`src/verilog/mie_defs.vh`:
```
/*
 * Constants for the instruction subset executor: opcode patterns,
 * field positions, register offsets and reset values.
 * Assumes inclusion by bare name from the design files.
 */
`ifndef MIE_DEFS_VH
`define MIE_DEFS_VH

// Instruction word fields
`define MIE_IW 14
`define MIE_DEST_BIT 7
`define MIE_FADDR_W 7

// Opcode patterns (upper six bits, fewer for the HI forms, low byte for the misc words)
`define MIE_OP_ADDLIT_HI 5'h1F
`define MIE_OP_ANDLIT 6'h39
`define MIE_OP_RETLIT_HI 4'hD
`define MIE_OP_ANDFILE 6'h05
`define MIE_OP_ADDFILE 6'h07
`define MIE_OP_ROTL 6'h0D
`define MIE_OP_MISC 6'h00
`define MIE_OP_OPTLOAD 8'h62
`define MIE_OP_RETURN 8'h08
`define MIE_OP_RETIRQ 8'h09

// Register port offsets
`define MIE_REG_ACC 2'h0
`define MIE_REG_STATUS 2'h1
`define MIE_REG_OPTION 2'h2
`define MIE_REG_PC 2'h3

// Status bit positions
`define MIE_ST_CARRY 0
`define MIE_ST_NIBBLE 1
`define MIE_ST_ZERO 2
`define MIE_ST_GIE 3

// Reset values
`define MIE_OPTION_RST 8'hFF
`define MIE_PC_RST 13'h0000

// Cycles for two-cycle instructions
`define MIE_RET_CYCLES 2'h2

`endif

```
`src/verilog/mie_alu.v`:
```
/*
 * Arithmetic and logic unit for the subset executor.
 * Purely combinational; the caller registers results and flags.
 */
`timescale 1ns/1ps
`include "mie_defs.vh"

module mie_alu (
  input wire [1:0] i_op,
  input wire [7:0] i_a,
  input wire [7:0] i_b,
  input wire i_carry,
  output reg [7:0] o_res,
  output reg o_carry,
  output reg o_nibble,
  output reg o_zero
);
  reg [8:0] sum;
  reg [4:0] low;

  // Op 0 add, 1 and, 2 rotate left of i_b, 3 pass i_a
  always @* begin
    sum = {1'b0, i_a} + {1'b0, i_b};
    low = {1'b0, i_a[3:0]} + {1'b0, i_b[3:0]};
    o_carry = i_carry;
    o_nibble = low[4];
    case (i_op)
      2'h0: begin
        o_res = sum[7:0];
        o_carry = sum[8];
      end
      2'h1: o_res = i_a & i_b;
      2'h2: begin
        o_res = {i_b[6:0], i_carry};
        o_carry = i_b[7];
      end
      default: o_res = i_a;
    endcase
    o_zero = (o_res == 8'h00);
  end
endmodule

```
`src/verilog/mie_core.v`:
```
/*
 * Executes a subset of a 14-bit instruction set: add, and, move,
 * rotate, option load, no-op and the three returns.
 * Assumes the program memory presents one word with a valid strobe,
 * file registers answer reads combinationally on i_file_rdata, and
 * the stack top arrives on i_stack_top.
 */
`timescale 1ns/1ps
`include "mie_defs.vh"

// Summary of operation
// - Add immediate to accumulator, set C DC Z
// - And immediate with accumulator, set Z only
// - And accumulator with file, set Z only
// - Destination bit selects accumulator or file
// - Add accumulator to file, set C DC Z
// - Copy accumulator to file, flags unchanged
// - Option load copies accumulator, flags unchanged
// - Return with immediate, pop stack, two cycles
// - Plain return pops stack, two cycles
// - Rotate file left through carry, routed
module mie_core (
  input wire i_ref_clk,
  input wire i_rst,
  input wire i_instr_valid,
  input wire [13:0] i_instr,
  input wire [7:0] i_file_rdata,
  input wire [12:0] i_stack_top,
  input wire [1:0] i_reg_addr,
  input wire [7:0] i_reg_wdata,
  input wire i_reg_wr,
  input wire i_reg_rd,
  output reg o_busy,
  output reg [6:0] o_file_addr,
  output reg o_file_wr,
  output reg [7:0] o_file_wdata,
  output reg o_stack_pop,
  output reg [12:0] o_pc,
  output reg [7:0] o_acc,
  output reg o_carry,
  output reg o_nibble_overflow_bit,
  output reg o_zero,
  output reg o_global_irq_enable,
  output reg [7:0] o_option,
  output reg [7:0] o_reg_rdata
);
  // Two states suffice: returns are the only two-cycle words.
  // The second cycle is a dead slot while the fetch refills,
  // so nothing is decoded there and the presented word waits.
  localparam ST_RUN = 1'b0;
  localparam ST_POP = 1'b1;

  reg state;
  reg [1:0] alu_op;
  reg [7:0] alu_a;
  reg [7:0] alu_b;
  wire [7:0] alu_res;
  wire alu_c;
  wire alu_dc;
  wire alu_z;
  wire dest_file;
  wire [5:0] hi6;

  assign hi6 = i_instr[13:8];
  assign dest_file = i_instr[`MIE_DEST_BIT];

  // Decode classes
  // Literal forms are matched first because their top bits are set
  // and can never alias a file-register form.
  // The misc group (top six bits zero) is split on the low byte.
  // Every word outside the subset falls to class 0 and behaves as a
  // no-op, so unknown code cannot corrupt state.
  function [3:0] mie_class;
    input [13:0] w;
    begin
      if (w[13:9] == `MIE_OP_ADDLIT_HI)
        mie_class = 4'h1;
      else if (w[13:8] == `MIE_OP_ANDLIT)
        mie_class = 4'h2;
      else if (w[13:10] == `MIE_OP_RETLIT_HI)
        mie_class = 4'h3;
      else if (w[13:8] == `MIE_OP_ANDFILE)
        mie_class = 4'h4;
      else if (w[13:8] == `MIE_OP_ADDFILE)
        mie_class = 4'h5;
      else if (w[13:8] == `MIE_OP_ROTL)
        mie_class = 4'h6;
      else if (w[13:8] == `MIE_OP_MISC && w[7])
        mie_class = 4'h7;
      else if (w[13:8] == `MIE_OP_MISC && w[7:0] == `MIE_OP_OPTLOAD)
        mie_class = 4'h8;
      else if (w[13:8] == `MIE_OP_MISC && w[7:0] == `MIE_OP_RETURN)
        mie_class = 4'h9;
      else if (w[13:8] == `MIE_OP_MISC && w[7:0] == `MIE_OP_RETIRQ)
        mie_class = 4'hA;
      else
        mie_class = 4'h0; // No-op and anything outside the subset
    end
  endfunction

  wire [3:0] cls;
  assign cls = mie_class(i_instr);

  // ALU operand selection
  // Operand A is always the accumulator; operand B is the literal
  // for immediate forms and the addressed file value otherwise.
  // The file value is combinational, so its address must be stable
  // for the whole cycle in which the word is presented.
  always @* begin
    alu_a = o_acc;
    alu_b = i_file_rdata;
    case (cls)
      4'h1: begin
        alu_op = 2'h0;
        alu_b = i_instr[7:0];
      end
      4'h2: begin
        alu_op = 2'h1;
        alu_b = i_instr[7:0];
      end
      4'h4: alu_op = 2'h1;
      4'h5: alu_op = 2'h0;
      4'h6: alu_op = 2'h2;
      default: alu_op = 2'h3;
    endcase
  end

  mie_alu u_alu (
    .i_op(alu_op),
    .i_a(alu_a),
    .i_b(alu_b),
    .i_carry(o_carry),
    .o_res(alu_res),
    .o_carry(alu_c),
    .o_nibble(alu_dc),
    .o_zero(alu_z)
  );

  // Execute; software register writes lose to instruction effects
  // The register write is evaluated first and the instruction later
  // in the same process, so the later assignment wins on a clash.
  // Strobes are cleared each cycle and set only for one edge.
  // Limitation: the stack depth lives outside; an empty stack is
  // not detected here and the popped value is taken as given.
  always @(posedge i_ref_clk or posedge i_rst) begin
    if (i_rst) begin
      state <= ST_RUN;
      o_busy <= 1'b0;
      o_file_addr <= 7'h00;
      o_file_wr <= 1'b0;
      o_file_wdata <= 8'h00;
      o_stack_pop <= 1'b0;
      o_pc <= `MIE_PC_RST;
      o_acc <= 8'h00;
      o_carry <= 1'b0;
      o_nibble_overflow_bit <= 1'b0;
      o_zero <= 1'b0;
      o_global_irq_enable <= 1'b0;
      o_option <= `MIE_OPTION_RST;
    end else begin
      o_file_wr <= 1'b0;
      o_stack_pop <= 1'b0;
      if (i_reg_wr) begin
        case (i_reg_addr)
          `MIE_REG_ACC: o_acc <= i_reg_wdata;
          `MIE_REG_STATUS: begin
            o_carry <= i_reg_wdata[`MIE_ST_CARRY];
            o_nibble_overflow_bit <= i_reg_wdata[`MIE_ST_NIBBLE];
            o_zero <= i_reg_wdata[`MIE_ST_ZERO];
            o_global_irq_enable <= i_reg_wdata[`MIE_ST_GIE];
          end
          `MIE_REG_OPTION: o_option <= i_reg_wdata;
          default: o_pc <= {5'h00, i_reg_wdata};
        endcase
      end
      case (state)
        ST_POP: begin
          // Second cycle of a return: the dummy cycle
          // The valid input is ignored here; the source must hold its
          // word until busy drops, or the word is lost.
          state <= ST_RUN;
          o_busy <= 1'b0;
        end
        default: begin
          if (i_instr_valid) begin
            o_pc <= o_pc + 13'h0001;
            o_file_addr <= i_instr[6:0];
            case (cls)
              4'h1: begin
                o_acc <= alu_res;
                o_carry <= alu_c;
                o_nibble_overflow_bit <= alu_dc;
                o_zero <= alu_z;
              end
              4'h2: begin
                o_acc <= alu_res;
                o_zero <= alu_z;
              end
              4'h3: begin
                o_acc <= i_instr[7:0];
                o_pc <= i_stack_top;
                o_stack_pop <= 1'b1;
                o_busy <= 1'b1;
                state <= ST_POP;
              end
              4'h4: begin
                o_zero <= alu_z;
                if (dest_file) begin
                  o_file_wr <= 1'b1;
                  o_file_wdata <= alu_res;
                end else
                  o_acc <= alu_res;
              end
              4'h5: begin
                o_carry <= alu_c;
                o_nibble_overflow_bit <= alu_dc;
                o_zero <= alu_z;
                if (dest_file) begin
                  o_file_wr <= 1'b1;
                  o_file_wdata <= alu_res;
                end else
                  o_acc <= alu_res;
              end
              4'h6: begin
                o_carry <= alu_c;
                if (dest_file) begin
                  o_file_wr <= 1'b1;
                  o_file_wdata <= alu_res;
                end else
                  o_acc <= alu_res;
              end
              4'h7: begin
                o_file_wr <= 1'b1;
                o_file_wdata <= o_acc;
              end
              // legacy option load
              // Kept for old code only; flags are left alone.
              4'h8: begin
                o_option <= o_acc;
              end
              4'h9: begin
                o_pc <= i_stack_top;
                o_stack_pop <= 1'b1;
                o_busy <= 1'b1;
                state <= ST_POP;
              end
              // pop and enable irq
              // Enable is set on the pop edge, so an interrupt could
              // be taken straight after the dead cycle.
              4'hA: begin
                o_pc <= i_stack_top;
                o_global_irq_enable <= 1'b1;
                o_stack_pop <= 1'b1;
                o_busy <= 1'b1;
                state <= ST_POP;
              end
              // no state change
              // Address is held so a no-op leaves no visible trace
              // beyond the counter step.
              default: begin
                o_file_addr <= o_file_addr;
              end
            endcase
          end
        end
      endcase
    end
  end

  // Register read port, data one cycle after strobe
  // Data shows only in the cycle after the strobe and is zero
  // otherwise, so a stale value is never mistaken for a reply.
  // A read in the same cycle as an instruction returns the value
  // from before that instruction took effect.
  // Only the low byte of the counter is visible to software.
  always @(posedge i_ref_clk or posedge i_rst) begin
    if (i_rst)
      o_reg_rdata <= 8'h00;
    else if (i_reg_rd) begin
      case (i_reg_addr)
        `MIE_REG_ACC: o_reg_rdata <= o_acc;
        `MIE_REG_STATUS: o_reg_rdata <= {4'h0, o_global_irq_enable,
          o_zero, o_nibble_overflow_bit, o_carry};
        `MIE_REG_OPTION: o_reg_rdata <= o_option;
        default: o_reg_rdata <= o_pc[7:0];
      endcase
    end else
      o_reg_rdata <= 8'h00;
  end
endmodule

```
`config.mk`:
```
export PLATFORM = sky130hd
export DESIGN_NAME = mie_core
export DESIGN_NICKNAME = d
export VERILOG_FILES = /design/src/verilog/mie_alu.v /design/src/verilog/mie_core.v
export VERILOG_INCLUDE_DIRS = /design/src /design/src/verilog
export SDC_FILE = /design/constraint.sdc
export NUM_CORES = 1
export LEC_CHECK = 0
export ABC_AREA = 1
export BUFFER_PORTS_ARGS = -buffer_cell sky130_fd_sc_hd__buf_2
export CORE_MARGIN = 3
export CORE_UTILIZATION = 30
export DETAILED_ROUTE_END_ITERATION = 8
export PLACE_DENSITY = 0.48
export RECOVER_POWER = 100
export SKIP_CTS_REPAIR_TIMING = 1
export SKIP_LAST_GASP = 1
export SLEW_MARGIN = 30
export SYNTH_ARGS = -nofsm -noshare
export SYNTH_HDL_FRONTEND = slang
export SYNTH_HIERARCHICAL = 1
export SYNTH_SLANG_ARGS = --single-unit
```
`constraint.sdc`:
```
create_clock -name i_ref_clk -period 2.8 [get_ports i_ref_clk]
set_input_delay 0 -clock i_ref_clk [delete_from_list [all_inputs] [get_ports i_ref_clk]]
set_output_delay 0 -clock i_ref_clk [all_outputs]
set_load 0.05 [all_outputs]
```
==> results of run 1 <==
==> final timing paths <==
check | from | to | cells past startpoint
max | i_instr[3] | o_acc[6]$_DFF_PP0_ | 18
min | i_reg_wdata[5] | o_option[5]$_DFF_PP1_ | 3
max reg2reg | state$_DFF_PP0_ | o_file_wdata[2]$_DFFE_PP0P_ | 7
min reg2reg | o_file_wdata[6]$_DFFE_PP0P_ | o_file_wdata[6]$_DFFE_PP0P_ | 2
max in group asynchronous | i_rst | o_file_wdata[2]$_DFFE_PP0P_ | 3
min in group asynchronous | i_rst | o_reg_rdata[1]$_DFF_PP0_ | 3
==> power groups by stage <==
stage | clock (mW) | sequential [mW] | combinational (mW)
2_1_floorplan | 0 | 1.81 | 0.696
3_3_place_gp | 0 | 1.23 | 1.79
3_5_place_dp | 0 | 1.23 | 1.80
4_1_cts | 1.16 | 1.22 | 1.80
5_1_grt | 1.19 | 1.25 | 1.91
6_report | 1.13 | 1.22 | 1.75
==> area by class of cell <==
class	instances	area share
timing repair buffer	139	0.1260
tap	180	0.04036
inverter	100	0.06726
sequential	59	0.2664
clock buffer	10	0.04283
multi-input combinational	513	0.4457
clock inverter	6	0.01143
==> cells by family (layout without fill, tap and decap cells) <==
| family | count (synthesis) | in the layout |
|---|---|---|
| flip-flops | 59 | 59 |
| AO/OA/AOI/OAI | 129 | 129 |
| adder cells (fa/ha/maj) | 10 | 10 |
| buffers and inverters | 120 | 255 |
| AND/OR/NAND/NOR | 365 | 365 |
| XOR/XNOR | 9 | 9 |
==> metal layers <==
metal / GRT usage / share of wire
met2: 0.2927 / 0.44
met1: 0.2833 / 0.49
met5: 0 / 0
met4: 0.05993 / 0.019
met3: 0.03500 / 0.056
==> worst register-to-register path, stage by stage, from the launching register on <==
cell and delay (ns):
dfrtp_1 0.44, nor2_1 0.17, buf_4 0.25, inv_1 0.30
a21oi_1 0.66, inv_1 0.30, nand2_1 0.12, nand2_1 0.06
==> layout by cell type (no fill, tap or decap), drive strengths merged, types with 2 or more instances in the layout <==
master,synthesis,layout
nand2,228,228
inv,100,101
o21ai,80,80
clkbuf,9,78
nand3,66,66
buf,11,57
dfrtp,51,51
nor2,50,50
o211ai,17,17
a21oi,17,17
dlygate4sd3,0,14
or2,10,10
ha,9,9
xor2,8,8
dfstp,8,8
nand4,5,5
o21a,5,5
nor3,3,3
o221ai,3,3
o22ai,3,3
a211oi,2,2
clkinvlp,0,2
clkinv,0,2
nand3b,2,2
==> per-stage QoR <==
step | total power, mW | setup WS (ns) | utilization
after floorplan | 2.504 | 0.1079 | -
after global placement | 3.022 | 0.09551 | 0.3708
after detailed placement | 3.029 | -0.02380 | 0.3709
after CTS | 4.179 | 0.3352 | 0.3923
after global routing | 4.352 | 0.02114 | 0.3929
final | 4.100 | 0.3308 | 0.3929
==> state kept, by name (all words and copies together), names as in the netlist, 7 cells and up <==
name,flops
o_pc,13
o_acc,8
o_file_addr,7
o_reg_rdata,8
o_file_wdata,8
o_option,8
==> impl_metrics.tcl, run 1 <==
set metrics [dict create \
    synth-compound-area-share 0.1670 \
    dpl.hpwl_mm 12.72 \
    die_w_um 128.1 \
    hold_viol_final 8 \
    synthTopCellsByCount "nand2_1 (224), inv_1 (91), nand3_1 (64)" \
    cp_slowest_cell "dlygate4sd3_1" \
    outcome "finished with violations" \
    wire_per_inst_um 16.05 \
    power_leakage_nw 2.880 \
    path_common_cell "nand3_1" \
    grt_max_degree 51 \
    tightest_slew_ns 1.921 \
    path_delay_family "buffers and inverters" \
    fmax_ghz 0.4050 \
    yosysTopAreaCell "dfrtp_1" \
    core_mm2 0.01420 \
    synth_fa_ha_area_frac 0.02966 \
    grt-ovfl-total 0 \
    placed_cells_incl_taps 977 \
    yosys.area.top_type_share 0.2854 \
    clock_power_share 0.275 \
    synth_xor_area_frac 0.01763 \
    register_area_mm2 0.001486 \
    syn-cell-area_mm2 0.004472 \
    cts_root_buf "clkbuf_16" \
    num_vias 4975 \
    routed_wl_mm 16.16 \
    crit_path_max_fanout 6 \
    synth.area.top_cells "dfrtp_1 (29%), nand2_1 (19%), inv_1 (7.6%)" \
    fillers 1594 \
    hp-class "in2reg" \
    p_comb_frac 0.426 \
    clk-insertion-delay-late_ns 0.34 \
    avgViaCountPerCell 4.940 \
    postSynthAreaPerCell_um2 6.462 \
    syn2layout_area_growth_pct 24.79 \
    worstPathArrival_ns 2.67 \
    synthMuxAreaShare 0 \
    setup_tns_ns 0 \
    async_reset_ff_frac 1.000 \
    swShare 0.4673 \
    cap_viol_max_count 1 \
    max_stage_delay_ns 0.52 \
    nNetsFinal 882 \
    clock_sinks 59 \
    cts_max_level 3 \
    fin_crit_ns 2.469 \
    dpl_cell_area_mm2 0.005269 \
    multiInputGateArea_mm2 0.002487 \
    die_area_mm2 0.01641 \
    antenna_found_initial 0 \
    ff2ff_setup_slack_ns 0.39 \
    peakVddDrop_v 0.0003658 \
    worstSetupStartpointType "primary input" \
    crit_path_end_kind "register" \
    gp_congestion 0.9619 \
    synth_top_family_by_area "simple AND/OR/NAND/NOR gates" \
    synth-simple-area-share 0.3467 \
    synthCells 692 \
    clock-skew-final_ns 0.01031 \
    p_sw_mw 1.916 \
    synth_warnings 6 \
    die_height_um 128.1 \
    worst_ep_required_time_ns 3.00 \
    rsz0062_at_grt "no" \
    final_cell_area_mm2 0.005580 \
    antenna_left 0 \
    power_frac_seq 0.299 \
    final_max_slew_viol_count 51 \
    power.internal_mw 2.184 \
    cp_cell_sequence "dlygate4sd3_1 > clkbuf_1 > inv_1 > o21ai_0 > ha_1 > inv_1 > nand2_1 > nand3_1 > nand3_1 > nand3_1 > nand2_1 > nand2_1 > inv_1 > or2_2 > nand3_1 > nand3_1 > nand2_1 > o21ai_0" \
    drive_gt1_frac 0.1282 \
    ys_types 37 \
    ctsLongestPathBuffers 2 \
    final_cells 1007 \
    period_share 0.8819 \
    timing.hold.ws_ns -0.03420 \
    drt_first_pass_iters 5 \
    relSlewSlack -0.2818 \
    initial_core_util 0.3148 \
    clk_pin_slew_ns 0.05 \
    yosys_most_used_dff "dfrtp_1" \
    cp.buffers_inverters 5 \
    numCtsBuffers 9 \
    path_class "in2reg" \
    io_pins 109 \
    io_buffers 108 \
    synth_nets 752 \
    power_density_mw_per_mm2 734.7 \
    diodes 0 \
    synth_edf_count 0 \
    grt_pass1_vias 4672 \
    violations "negative hold slack, max-capacitance violations, max-slew violations" \
    remaining_drc_errors 0 \
    finalSetupViolations 0 \
    synth-seq-cells 59 \
    rows 43 \
    globalRouteTotalUtil 0.1948 \
    grt_pass1_wl_mm 25.22 \
    cts_tree "built" \
    synth_most_common_cell "nand2_1" \
    drt_iter0_drc 368 \
    ys_seq_area_frac 0.3324 \
]
Power figures use the tool's default switching activity.
==> inputs of run 2 (changes only) <==
--- a/config.mk
+++ b/config.mk
@@ -11,8 +11,9 @@
 export CORE_MARGIN = 3
 export CORE_UTILIZATION = 30
 export DETAILED_ROUTE_END_ITERATION = 8
-export PLACE_DENSITY = 0.48
+export PLACE_DENSITY = 0.5
 export RECOVER_POWER = 100
+export REMOVE_ABC_BUFFERS = 1
 export SKIP_CTS_REPAIR_TIMING = 1
 export SKIP_LAST_GASP = 1
 export SLEW_MARGIN = 30
==> constraint.sdc (replaced) <==
create_clock -name i_ref_clk -period 2.2 [get_ports i_ref_clk]
set_input_delay 0 -clock i_ref_clk [delete_from_list [all_inputs] [get_ports i_ref_clk]]
set_output_delay 0 -clock i_ref_clk [all_outputs]
set_load 0.05 [all_outputs]
==> run 2 against run 1 <==
The flow finishes with violations (negative hold slack, negative setup slack). Worst hold slack improved by 0.0014 ns. First-iteration DRC count rose by 22%. Global-route usage rose by 1.3 points. Via count rose by 5.6%. Highest routed layer unchanged.
==> impl_metrics.tcl, run 2 (synthesis gave the netlist of run 1 again) <==
set metrics [dict create \
    grt-ovfl-total 0 \
    hp-class "in2reg" \
    min_from "i_stack_top[7]" \
    peakVddDrop_v 0.0003782 \
    top_register "o_pc" \
    relSlewSlack 0.2379 \
    cts_tree "built" \
    globalRouteTotalUtil 0.2078 \
    path_class "in2reg" \
    worstSetupStartpointType "primary input" \
    numCtsBuffers 9 \
    num_vias 5253 \
    max_stage_delay_ns 0.25 \
    outcome "finished with violations" \
    dpl_cell_area_mm2 0.005662 \
    dpl_worst_slack_ns -0.5853 \
    die_area_mm2 0.01641 \
    clock_sinks 59 \
    io_pins 109 \
    grt_max_degree 33 \
    core_mm2 0.01420 \
    path_common_cell "nand2_1" \
    syn2layout_area_growth_pct 40.85 \
    gp_congestion 0.9054 \
    total_power_mw 5.367 \
    diodes 0 \
    grt_pass1_vias 5097 \
    die_height_um 128.1 \
    rows 43 \
    worst_ep_required_time_ns 2.40 \
    drive_gt1_frac 0.2645 \
    rsz0062_at_grt "yes" \
    cp.buffers_inverters 6 \
    r2r_start "o_acc[1]$_DFF_PP0_" \
    crit_path_max_fanout 7 \
    worstPathArrival_ns 2.46 \
    wire_per_inst_um 16.39 \
    power_frac_seq 0.288 \
    period_share 1.027 \
    path_delay_family "simple AND/OR/NAND/NOR gates" \
    cap_viol_max_count 0 \
    clk-insertion-delay-late_ns 0.33 \
    layout_common_cells "nand2_1 (202), inv_1 (83), clkbuf_1 (71), buf_4 (58)" \
    mostFrequentLayoutCell "nand2_1" \
    grt_pass1_wl_mm 27.06 \
    hold_depth 3 \
    fin_crit_ns 2.258 \
    final_max_slew_viol_count 0 \
    worst_slack_ns -0.05849 \
    p_comb_frac 0.479 \
    power_leakage_nw 3.181 \
    cts_root_buf "clkbuf_16" \
    cp_slowest_cell "ha_4" \
    final_cell_area_mm2 0.006299 \
    power_density_mw_per_mm2 852.1 \
    die_w_um 128.1 \
    p_sw_mw 2.528 \
    finalSetupViolations 4 \
    clk_pin_slew_ns 0.06 \
    clock-skew-final_ns 0.008308 \
    fillers 1610 \
    setup_tns_ns -0.1174 \
    remaining_drc_errors 0 \
    cts_max_level 3 \
    drt_first_pass_iters 5 \
    io_buffers 108 \
    swShare 0.4710 \
    timing.hold.ws_ns -0.03276 \
    tightest_slew_ns 1.142 \
    initial_core_util 0.3148 \
    crit_cells 25 \
    ctsLongestPathBuffers 2 \
    fmax_ghz 0.4428 \
    dpl.hpwl_mm 13.66 \
    routed_wl_mm 17.33 \
    clock_power_share 0.233 \
    crit_path_end_kind "register" \
    antenna_left 0 \
    drt_iter0_drc 448 \
    avgViaCountPerCell 4.970 \
    nNetsFinal 932 \
    hold_viol_final 8 \
    crit_start "i_instr[8]" \
    rr_worst_depth 16 \
    power.internal_mw 2.839 \
    antenna_found_initial 0 \
    violations "negative hold slack, negative setup slack" \
    largest_register_ffs 13 \
]
## run 2: cell types whose count changed in the layout (fill, tap and decap cells not counted), moves of 10 or more
cell and change:
buf_4 +49, inv_1 -10, nand2_1 -23, nand2_2 +19, nand3_1 -14, nand3_2 +14
o21ai_0 -23, o21ai_1 +12
## run 2: power by group through the flow
stage	logic, mW	clock network [mW]	registers, mW
detailed placement	2.45	0	1.55
finish	2.57	1.25	1.55
floorplan	0.868	0	2.30
global placement	2.45	0	1.55
CTS	2.46	1.27	1.54
global route	2.81	1.33	1.58
## run 2: metal layers
| metal | share of wire | vias to the layer above | global-route usage |
|---|---|---|---|
| met5 | 0 | - | 0 |
| met4 | 0.017 | 0 | 0.05743 |
| li1 | - | 2590 | - |
| met3 | 0.051 | 20 | 0.02708 |
| met2 | 0.46 | 166 | 0.3306 |
| met1 | 0.47 | 2477 | 0.2962 |
## run 2: worst register-to-register path: cells and delay by family, from the launching register on
family                     cells  cell delay [ns]
DFF                            1             0.42
AOI/OAI and AO/OA              1             0.07
adders and majority gates      1             0.27
buffers and inverters          2             0.20
and+or+nand+nor               12             1.04
## run 2: final timing paths
check / slack, ns / endpoint
min reg2reg: 0.47 / o_file_wdata[0]$_DFFE_PP0P_
max in group asynchronous: 0.34 / o_file_wdata[7]$_DFFE_PP0P_
max reg2reg: 0.05 / o_acc[5]$_DFF_PP0_
min in group asynchronous: 0.50 / o_pc[11]$_DFF_PP0_
max: -0.06 / o_acc[5]$_DFF_PP0_
min: -0.03 / o_pc[7]$_DFF_PP0_
## run 2: area by class of cell
| cell class | count | area, µm² | share of cell area |
|---|---|---|---|
| sequential | 59 | 1486 | 0.2360 |
| tap | 180 | 225.2 | 0.03576 |
| inverter | 100 | 385.4 | 0.06118 |
| multi-input combinational | 513 | 2833 | 0.4497 |
| timing repair buffer | 189 | 1114 | 0.1768 |
| clock inverter | 3 | 15.01 | 0.002384 |
| clock buffer | 13 | 240.2 | 0.03814 |
## run 2: stage by stage
stage                     cells    util
after floorplan             672       -
after global placement     1028  0.3986
after detailed placement   1028  0.3986
after CTS                  1044  0.4166
after global routing       1057  0.4434
final                      1057  0.4434
